File: config.mk
export PLATFORM = sky130hd
export DESIGN_NAME = enc_div
export DESIGN_NICKNAME = d
export VERILOG_FILES = /design/src/rtl/enc_div_pkg.sv /design/src/rtl/enc_div.sv
export VERILOG_INCLUDE_DIRS = /design/src /design/src/rtl
export SDC_FILE = /design/constraint.sdc
export NUM_CORES = 2
export LEC_CHECK = 0
export ABC_AREA = 1
export BUFFER_PORTS_ARGS = -buffer_cell sky130_fd_sc_hd__buf_2
export CAP_MARGIN = 40
export CORE_ASPECT_RATIO = 0.6
export CORE_MARGIN = 1
export CORE_UTILIZATION = 55
export CTS_CLUSTER_SIZE = 30
export DETAILED_ROUTE_END_ITERATION = 8
export GPL_ROUTABILITY_DRIVEN = 0
export PLACE_DENSITY = 0.77
export SLEW_MARGIN = 20
export SYNTH_ARGS = -nofsm -noshare
export SYNTH_HDL_FRONTEND = slang
export SYNTH_SLANG_ARGS = --single-unit
File: constraint.sdc
create_clock -name ref_clk -period 14.2 [get_ports ref_clk]
set_clock_uncertainty 0.2 [all_clocks]
set_input_delay 2.84 -clock ref_clk [delete_from_list [all_inputs] [get_ports ref_clk]]
set_output_delay 2.84 -clock ref_clk [all_outputs]
set_load 0.005 [all_outputs]
File: src/rtl/enc_div_defines.svh
// constants of the encoder pulse divider and motorless test block
// assumes a 100 MHz ref_clk and an axi4-lite master with 32-bit data
// Behaviour
// RULE1 - resolution 1..4096, default 20, takes effect only after restart
// RULE2 - scale feedback edges per pitch are divided by the resolution
// RULE3 - upper limit is pitch / 100 / max speed * 72
// RULE4 - setting alarm when resolution out of range or above limit
// RULE5 - overspeed alarm when motor speed exceeds resolution-implied limit
// RULE6 - pitch 2000, max speed 50: 28 accepted, 29 flagged
// RULE7 - resolution counts quadrature edges, 20 gives five a/b cycles
// RULE8 - origin pulse at two positions for direction-dependent zero point
// RULE9 - direct scale: pitch setting ignored, scale pitch shown on monitors
// RULE10 - max speed capped for 4 um pitch
// RULE11 - test digit 0 = 1 enables motorless test after restart
// RULE12 - test digit 2 selects incremental (0) or absolute (1) scale
// RULE13 - simulated encoder type used only with no motor connected
// RULE14 - no regeneration, dynamic brake or brake output in test
// RULE15 - refuse offset/origin without motor, tuning functions always in test
// RULE16 - outputs a and b are a quadrature pair 90 degrees apart
// RULE17 - origin pulse width equals one phase a pulse
// RULE18 - divider cleared and outputs static in reset or setting alarm
`ifndef ENC_DIV_DEFINES_SVH
`define ENC_DIV_DEFINES_SVH
`define A_CTRL 8'h00
`define A_RES 8'h04
`define A_PITCH 8'h08
`define A_MAXSPD 8'h0c
`define A_TESTCFG 8'h10
`define A_STATUS 8'h14
`define A_MASK 8'h18
`define A_STATE 8'h1c
`define A_PMON_LO 8'h20
`define A_PMON_HI 8'h24
`define RES_MIN 13'h0001
`define RES_MAX 13'h1000
`define RES_RST 13'h0014
`define PITCH_RST 16'h07d0
`define MAXSPD_RST 16'h0032
`define TESTCFG_RST 16'h0000
`define LIM_DIV 48'h64
`define LIM_MUL 48'h48
`define PITCH_4UM 32'h0000_0190
`define SPD_CAP_4UM 16'h000a
`define ST_SET 0
`define ST_OVS 1
`define RESP_OK 2'h0
`define RESP_ERR 2'h2
`endif

File: src/rtl/enc_div_pkg.sv
// types of the encoder pulse divider block
// assumes nothing beyond the defines header
package enc_div_pkg;
  typedef enum logic [1:0] {
    ORG_IDLE = 2'b01,
    ORG_ACTIVE = 2'b10
  } org_state_t;
endpackage

File: src/rtl/enc_div.sv
// encoder pulse divider with quadrature re-output and motorless test mode
// assumes scale, motor and function inputs are synchronous to ref_clk
//
// Chosen here: the register offsets and the AXI4-Lite interface to the registers.
`timescale 1ns/100ps
`default_nettype none
`include "enc_div_defines.svh"
module enc_div
  import enc_div_pkg::*;
(
  // clock and reset
  input wire logic ref_clk,
  input wire logic rst_n,
  // axi4-lite slave
  input wire logic [7:0] s_axi_awaddr,
  input wire logic s_axi_awvalid,
  output logic s_axi_awready,
  input wire logic [31:0] s_axi_wdata,
  input wire logic [3:0] s_axi_wstrb,
  input wire logic s_axi_wvalid,
  output logic s_axi_wready,
  output logic [1:0] s_axi_bresp,
  output logic s_axi_bvalid,
  input wire logic s_axi_bready,
  input wire logic [7:0] s_axi_araddr,
  input wire logic s_axi_arvalid,
  output logic s_axi_arready,
  output logic [31:0] s_axi_rdata,
  output logic [1:0] s_axi_rresp,
  output logic s_axi_rvalid,
  input wire logic s_axi_rready,
  output logic irq,
  // scale feedback
  input wire logic fb_edge,
  input wire logic fb_dir,
  input wire logic [15:0] fb_per_pitch,
  input wire logic scale_ref,
  input wire logic ref_dual,
  input wire logic scale_direct,
  input wire logic [31:0] scale_pitch_in,
  // motor
  input wire logic motor_present,
  input wire logic motor_enc_abs,
  input wire logic [15:0] motor_speed,
  // power stage requests and grants
  input wire logic regen_req,
  input wire logic dyn_brake_req,
  input wire logic brake_req,
  output logic regen_en,
  output logic dyn_brake_en,
  output logic brake_out,
  // utility function requests and grants
  input wire logic offset_adj_req,
  input wire logic origin_set_req,
  input wire logic polarity_req,
  input wire logic tuning_req,
  input wire logic vibration_req,
  output logic offset_adj_ok,
  output logic origin_set_ok,
  output logic polarity_ok,
  output logic tuning_ok,
  output logic vibration_ok,
  // host side outputs
  output logic quad_out_a,
  output logic quad_out_b,
  output logic origin_out,
  output logic enc_abs_sel,
  output logic test_active
);

  function automatic logic [31:0] merge(input logic [31:0] old, input logic [31:0] nw,
                                        input logic [3:0] be);
    logic [31:0] r;
    r = old;
    for (int i = 0; i < 4; i++)
    begin
      if (be[i])
        r[i*8 +: 8] = nw[i*8 +: 8];
    end
    return r;
  endfunction

  // true when res * spd * 100 exceeds pitch * 72
  function automatic logic over_lim(input logic [12:0] res, input logic [15:0] spd,
                                    input logic [31:0] pitch);
    logic [47:0] lhs;
    logic [47:0] rhs;
    lhs = 48'(res) * 48'(spd) * `LIM_DIV;
    rhs = 48'(pitch) * `LIM_MUL;
    return lhs > rhs;
  endfunction

  logic [7:0] aw_addr_q;
  logic aw_full_q;
  logic [31:0] w_data_q;
  logic [3:0] w_be_q;
  logic w_full_q;
  logic do_write;
  logic do_read;
  logic restart;
  logic [12:0] res_stage_q;
  logic [15:0] pitch_stage_q;
  logic [15:0] spd_stage_q;
  logic [15:0] cfg_stage_q;
  logic [12:0] res_act_q;
  logic [15:0] pitch_act_q;
  logic [15:0] spd_act_q;
  logic test_en_q;
  logic sim_abs_q;
  logic [1:0] sts_q;
  logic [1:0] mask_q;
  logic [31:0] pitch_eff;
  logic [15:0] spd_eff;
  logic set_alarm;
  logic ovs;
  logic [31:0] rd_val;
  logic rd_hit;
  logic [16:0] acc_q;
  logic [16:0] acc_sum;
  logic step;
  logic [1:0] ph_q;
  logic [1:0] ph_step;
  logic ref_seen_q;
  logic ref_dir_q;
  logic org_edges_q;
  org_state_t org_q;

  // write channel
  assign s_axi_awready = !aw_full_q;
  assign s_axi_wready = !w_full_q;
  assign do_write = aw_full_q && w_full_q && !s_axi_bvalid;
  assign restart = do_write && aw_addr_q == `A_CTRL && w_be_q[0] && w_data_q[0];

  always_ff @(posedge ref_clk)
  begin
    if (!rst_n)
    begin
      aw_full_q <= 1'b0;
      aw_addr_q <= 8'h00;
    end
    else if (s_axi_awvalid && s_axi_awready)
    begin
      aw_full_q <= 1'b1;
      aw_addr_q <= s_axi_awaddr;
    end
    else if (do_write)
      aw_full_q <= 1'b0;
  end

  always_ff @(posedge ref_clk)
  begin
    if (!rst_n)
    begin
      w_full_q <= 1'b0;
      w_data_q <= 32'h0000_0000;
      w_be_q <= 4'h0;
    end
    else if (s_axi_wvalid && s_axi_wready)
    begin
      w_full_q <= 1'b1;
      w_data_q <= s_axi_wdata;
      w_be_q <= s_axi_wstrb;
    end
    else if (do_write)
      w_full_q <= 1'b0;
  end

  always_ff @(posedge ref_clk)
  begin
    if (!rst_n)
    begin
      s_axi_bvalid <= 1'b0;
      s_axi_bresp <= `RESP_OK;
    end
    else if (do_write)
    begin
      s_axi_bvalid <= 1'b1;
      s_axi_bresp <= (aw_addr_q <= `A_MASK && aw_addr_q != `A_STATUS
                      && aw_addr_q[1:0] == 2'h0) ? `RESP_OK : `RESP_ERR;
    end
    else if (s_axi_bready)
      s_axi_bvalid <= 1'b0;
  end

  // staged settings, used only after a restart; the interrupt mask takes effect at once
  always_ff @(posedge ref_clk)
  begin
    if (!rst_n)
    begin
      res_stage_q <= `RES_RST;
      pitch_stage_q <= `PITCH_RST;
      spd_stage_q <= `MAXSPD_RST;
      cfg_stage_q <= `TESTCFG_RST;
      mask_q <= 2'h0;
    end
    else if (do_write)
    begin
      unique case (aw_addr_q)
        `A_RES: res_stage_q <= 13'(merge(32'(res_stage_q), w_data_q, w_be_q));
        `A_PITCH: pitch_stage_q <= 16'(merge(32'(pitch_stage_q), w_data_q, w_be_q));
        `A_MAXSPD: spd_stage_q <= 16'(merge(32'(spd_stage_q), w_data_q, w_be_q));
        `A_TESTCFG: cfg_stage_q <= 16'(merge(32'(cfg_stage_q), w_data_q, w_be_q));
        `A_MASK: mask_q <= 2'(merge(32'(mask_q), w_data_q, w_be_q));
        default: ;
      endcase
    end
  end

  always_ff @(posedge ref_clk)
  begin
    if (!rst_n)
    begin
      res_act_q <= `RES_RST; // RULE1
      pitch_act_q <= `PITCH_RST;
      spd_act_q <= `MAXSPD_RST;
      test_en_q <= 1'b0;
      sim_abs_q <= 1'b0;
    end
    else if (restart)
    begin
      res_act_q <= res_stage_q; // RULE1
      pitch_act_q <= pitch_stage_q;
      spd_act_q <= spd_stage_q;
      test_en_q <= cfg_stage_q[3:0] == 4'h1; // RULE11
      sim_abs_q <= cfg_stage_q[11:8] == 4'h1; // RULE12
    end
  end

  // limit checks
  assign pitch_eff = scale_direct ? scale_pitch_in : 32'(pitch_act_q); // RULE9
  assign spd_eff = (pitch_eff == `PITCH_4UM && spd_act_q > `SPD_CAP_4UM) ?
                   `SPD_CAP_4UM : spd_act_q; // RULE10
  assign set_alarm = res_act_q < `RES_MIN || res_act_q > `RES_MAX // RULE4
                     || over_lim(res_act_q, spd_eff, pitch_eff); // RULE3
  assign ovs = over_lim(res_act_q, motor_speed, pitch_eff); // RULE5

  // read channel
  always_comb
  begin
    rd_hit = 1'b1;
    unique case (s_axi_araddr)
      `A_CTRL: rd_val = 32'h0000_0000;
      `A_RES: rd_val = 32'(res_stage_q);
      `A_PITCH: rd_val = 32'(pitch_stage_q);
      `A_MAXSPD: rd_val = 32'(spd_stage_q);
      `A_TESTCFG: rd_val = 32'(cfg_stage_q);
      `A_STATUS: rd_val = 32'(sts_q);
      `A_MASK: rd_val = 32'(mask_q);
      `A_STATE: rd_val = {16'(res_act_q), 10'h000, enc_abs_sel, test_active,
                          ovs, set_alarm, origin_out, 1'b0};
      `A_PMON_LO: rd_val = {16'h0000, pitch_eff[15:0]}; // RULE9
      `A_PMON_HI: rd_val = {16'h0000, pitch_eff[31:16]};
      default:
      begin
        rd_val = 32'h0000_0000;
        rd_hit = 1'b0;
      end
    endcase
  end

  assign s_axi_arready = !s_axi_rvalid;
  assign do_read = s_axi_arvalid && s_axi_arready;

  always_ff @(posedge ref_clk)
  begin
    if (!rst_n)
    begin
      s_axi_rvalid <= 1'b0;
      s_axi_rdata <= 32'h0000_0000;
      s_axi_rresp <= `RESP_OK;
    end
    else if (do_read)
    begin
      s_axi_rvalid <= 1'b1;
      s_axi_rdata <= rd_val;
      s_axi_rresp <= rd_hit ? `RESP_OK : `RESP_ERR;
    end
    else if (s_axi_rready)
      s_axi_rvalid <= 1'b0;
  end

  // sticky status, a new event wins over the read clear
  always_ff @(posedge ref_clk)
  begin
    if (!rst_n)
      sts_q <= 2'h0;
    else
    begin
      for (int i = 0; i < 2; i++)
      begin
        if ((i == `ST_SET && set_alarm) || (i == `ST_OVS && ovs && !set_alarm))
          sts_q[i] <= 1'b1;
        else if (do_read && s_axi_araddr == `A_STATUS)
          sts_q[i] <= 1'b0;
      end
    end
  end

  assign irq = |(sts_q & mask_q);

  // divider: each scale edge adds the resolution, overflow gives one output edge
  assign acc_sum = acc_q + 17'(res_act_q); // RULE2
  assign step = fb_edge && !set_alarm && acc_sum >= 17'(fb_per_pitch); // RULE7
  assign ph_step = fb_dir ? ph_q - 2'h1 : ph_q + 2'h1;

  always_ff @(posedge ref_clk)
  begin
    if (!rst_n || restart || set_alarm)
      acc_q <= 17'h0_0000; // RULE18
    else if (fb_edge)
      acc_q <= step ? acc_sum - 17'(fb_per_pitch) : acc_sum; // RULE2
  end

  always_ff @(posedge ref_clk)
  begin
    if (!rst_n)
      ph_q <= 2'h0;
    else if (step)
      ph_q <= ph_step; // RULE16
  end

  always_ff @(posedge ref_clk)
  begin
    if (!rst_n)
    begin
      quad_out_a <= 1'b0;
      quad_out_b <= 1'b0;
    end
    else if (step)
    begin
      quad_out_a <= ph_step[1]; // RULE16
      quad_out_b <= ph_step[1] ^ ph_step[0];
    end
  end

  // origin: first pass direction kept; dual zero point accepts both directions
  always_ff @(posedge ref_clk)
  begin
    if (!rst_n)
    begin
      ref_seen_q <= 1'b0;
      ref_dir_q <= 1'b0;
    end
    else if (scale_ref && !ref_seen_q)
    begin
      ref_seen_q <= 1'b1;
      ref_dir_q <= fb_dir;
    end
  end

  always_ff @(posedge ref_clk)
  begin
    if (!rst_n)
    begin
      org_q <= ORG_IDLE;
      org_edges_q <= 1'b0;
      origin_out <= 1'b0;
    end
    else
    begin
      unique case (org_q)
        ORG_IDLE:
          if (scale_ref && !set_alarm && (ref_dual || !ref_seen_q || fb_dir == ref_dir_q))
          begin
            org_q <= ORG_ACTIVE; // RULE8
            org_edges_q <= 1'b0;
            origin_out <= 1'b1;
          end
        ORG_ACTIVE:
          if (set_alarm || (step && org_edges_q))
          begin
            org_q <= ORG_IDLE; // RULE17
            origin_out <= 1'b0;
          end
          else if (step)
            org_edges_q <= 1'b1;
      endcase
    end
  end

  // motorless test gating
  always_ff @(posedge ref_clk)
  begin
    if (!rst_n)
    begin
      test_active <= 1'b0;
      enc_abs_sel <= 1'b0;
      regen_en <= 1'b0;
      dyn_brake_en <= 1'b0;
      brake_out <= 1'b0;
      offset_adj_ok <= 1'b0;
      origin_set_ok <= 1'b0;
      polarity_ok <= 1'b0;
      tuning_ok <= 1'b0;
      vibration_ok <= 1'b0;
    end
    else
    begin
      test_active <= test_en_q;
      enc_abs_sel <= (test_en_q && !motor_present) ? sim_abs_q : motor_enc_abs; // RULE13
      regen_en <= regen_req && !test_en_q; // RULE14
      dyn_brake_en <= dyn_brake_req && !test_en_q;
      brake_out <= brake_req && !test_en_q;
      offset_adj_ok <= offset_adj_req && !(test_en_q && !motor_present); // RULE15
      origin_set_ok <= origin_set_req && !(test_en_q && !motor_present);
      polarity_ok <= polarity_req && !test_en_q;
      tuning_ok <= tuning_req && !test_en_q;
      vibration_ok <= vibration_req && !test_en_q;
    end
  end
endmodule
`default_nettype wire

==> results.md <==
* Outcome: complete, no violations
* CTS buffer count at 17
* CP max stage cell: fa_1
* Hold Path Sink: test_active
* Min Hold Slack at about 240 ps
* TritonCTS clock tree: yes
* Register-to-register setup slack at roughly 2800 ps
* First-pass GRT wire length at approximately 150000 um
* Final setup viols at 0
* H-tree depth at 1
* Top Ports at slightly below 200
* Placed Instances at roughly 5400
* #FFs+latches synth at 208
* Count leader, synth: inv_1
* Total Negative Setup Slacks at 0 ps
* Tmin final at between 10000 and 15000 ps
* Area Growth Syn to Fin at 11.0%
* DRC at 0
* Worst-case reg-to-reg path depth at a little under 60
* Starting Density at around 56%
* DR iter-0 viols at around 3200
* Post-synth EDFFs at 0
* Synth top cells by count: 912 x inv_1, 910 x nand2_1, 483 x ha_1
* CP required at 14440 ps
* Final cell count without fillers at 5420
* Global route overflow at 0
* Pin count of the biggest net entering global routing at 99
* RSZ-0062 raised after global routing: no
* Hold buffers post-CTS at 0
* Type of origin of the critical path: input pin
* Clock latency on the worst-skew pair at between 500 and 600 ps
* Setup Crit Path Kind: input pin to flip-flop
* Fin nets at ~5600
* Post-synthesis async set-or-reset flop share at 0%
* Post-Syn Area at roughly 32000 sq um
* Max-slew headroom at approximately 38%
* CP max stage delay at around 560 ps
* RR Endpoint: acc_q[5]
* DRT Pass-1 Iters at 9
* Final antenna-violating net count at 0
* # rows at 68
* Synth unique cells at between 40 and 50
* Max Cap Viol at 0
* Post-synthesis area per instance at around 7.4 sq um
* Total GRT Usage at between 30% and 40%
* Pleak at 0.0201 uW
* R2r startpoint: spd_act_q[10]
* Post-layout util at 62.2%
* Area occupied by multi-input gates at 24500 sq um
* Vias in the first global route at roughly 28000
* Worst Tran Pin Value at 932 ps
* Clock Sinks at between 200 and 250
* Die ar. at approximately 60000 sq um
* Clock Root Buffer: clkbuf_16
* CP Max Fanout at 25
* Maximum clock rate at roughly 73 MHz
* Worst-path clk slew at approximately 70 ps
* DP HPWL at about 76000 um
* Hold WC Path Type: flip-flop to flip-flop
* Final worst-path cycle share at between 90% and 100%
* Chip height at approximately 190 um
* Post-Syn Instances at approximately 4400
* Ys Warns at 0
* Register area at ~4200 sq um
* # fillers at slightly above 5000
* Most used cell, CP: nand2_1
* Top-area cell type share of the netlist area at 22.1%
* IO Port Bufs at around 170
* Vias/cell at around 5.5
* Chip width at ~320 um
* Min-delay src: test_en_q
* Routed wire length at slightly above 90000 um
* Setup crit end kind: flip-flop
* Via count at between 20000 and 30000
* Ys flop type: dfxtp_1
* Slew Viols, Final at 0
* Yosys top cell by area: fa_1
* Synth top area cells: fa_1 22%, ha_1 19%, dfxtp_1 13%
* Total power density per cell area at 79.3 nW/um^2
* Final Hold Fails at 0
* Register area share after synthesis at between 10% and 20%
* WHS Path Cells at 2
* Antenna violations before repair at 0
* Fraction of layout cells with a size suffix above 1 at about a tenth
* Data arrival time of the critical path at 13880 ps
* Clock tree buffer depth at 3
* Core area at just under 60000 sq um
* IR drop worst, VDD at ~150 uV
* Avg WL per Cell at roughly 17 um
[per-stage QoR]
stage / total power [uW] / instance area [sq um] / setup slack [ps]
floorplan: 1910 / 32500 / 1260
global placement: 2260 / 35200 / 105
detailed placement: 2320 / 35300 / -199
CTS: 2830 / 35800 / 216
global route: 3130 / 36100 / 4.43
finish: 2860 / 36100 / 558
[where the power goes]
part	switching, uW	internal [uW]	total, uW
Sequential	9.13	598	607
Combinational	1070	676	1740
Clock	239	271	510
[placed cells by master, fill, tap and decap left out, drive strengths merged, types with 5 or more instances in the layout]
cell	Yosys	layout
nand2	915	916
inv	912	912
ha	483	483
buf	20	366
fa	359	359
a21oi	349	349
nor2	291	291
o21ai	211	211
dfxtp	208	208
xor2	113	113
nand3	102	102
xnor2	58	58
nand4	31	31
nor3	30	30
o211ai	28	28
a31oi	23	23
clkbuf	106	23
o22ai	20	20
nor4	15	15
a21o	13	13
o21bai	12	12
o2111ai	11	11
a21boi	10	10
nand3b	8	8
a211oi	7	7
clkinv	7	7
o221ai	5	5
o21a	5	5
o31ai	5	5
conb	1	5
[timing repair]
item,CTS,global route
setup buffers,0,3
gates resized for setup,0,36
setup endpoints to repair,0,26
[worst max path at each step]
stage                            start   endpoint  slack, ps
final                     scale_direct   acc_q[5]        560
after detailed placement  scale_direct   acc_q[8]       -200
after CTS                 scale_direct   acc_q[8]        220
after global placement    scale_direct   acc_q[8]        100
after global routing      scale_direct   acc_q[0]          4
after floorplan           scale_direct  acc_q[15]       1260
[final cells by class]
cell class | instances | share of cell area, %
inverter | 919 | 9.59
clock inverter | 6 | 0.257
tap | 770 | 2.67
sequential | 208 | 11.6
clock buffer | 23 | 1.30
multi-input combinational | 3127 | 67.8
antenna | 1 | 0.00694
timing repair buffer | 366 | 6.78
[metal layers]
layer | global-route usage [%] | wire length [um] | vias to the layer above
li1 | - | - | 14300
met1 | 48.3 | 43200 | 13900
met2 | 41.1 | 35500 | 1511
met3 | 10.9 | 13200 | 123
met4 | 5.17 | 1670 | 0
met5 | 0 | 0 | -
[worst max-delay path, delay by kind of cell]
family | cells | cell delay [ps]
compound gates | 5 | 920
xor+xnor | 2 | 370
fa+ha+maj | 11 | 4570
simple gates | 26 | 2960
buf+inv | 18 | 2150
[registers in the layout (all words and copies together), names as in the netlist, 8 cells and up]
| name | flops |
|---|---|
| acc_q | 17 |
| aw_addr_q | 8 |
| cfg_stage_q | 16 |
| pitch_act_q | 16 |
| pitch_stage_q | 16 |
| res_act_q | 13 |
| res_stage_q | 13 |
| s_axi_rdata | 29 |
| spd_act_q | 16 |
| spd_stage_q | 16 |
| w_data_q | 16 |
[logic make-up (layout without fill, tap and decap cells)]
family	Yosys count	in the layout	synth area share (%)
other	1	6	0.0115
buffers and inverters	1045	1314	12.3
DFF	208	208	12.8
and+or+nand+nor	1399	1400	17.3
xor gates and xnor gates	171	171	4.61
adders and majority gates	842	842	40.7
AOI/OAI and AO/OA	709	709	12.2
Note: power is estimated with default switching activity, not from simulation.
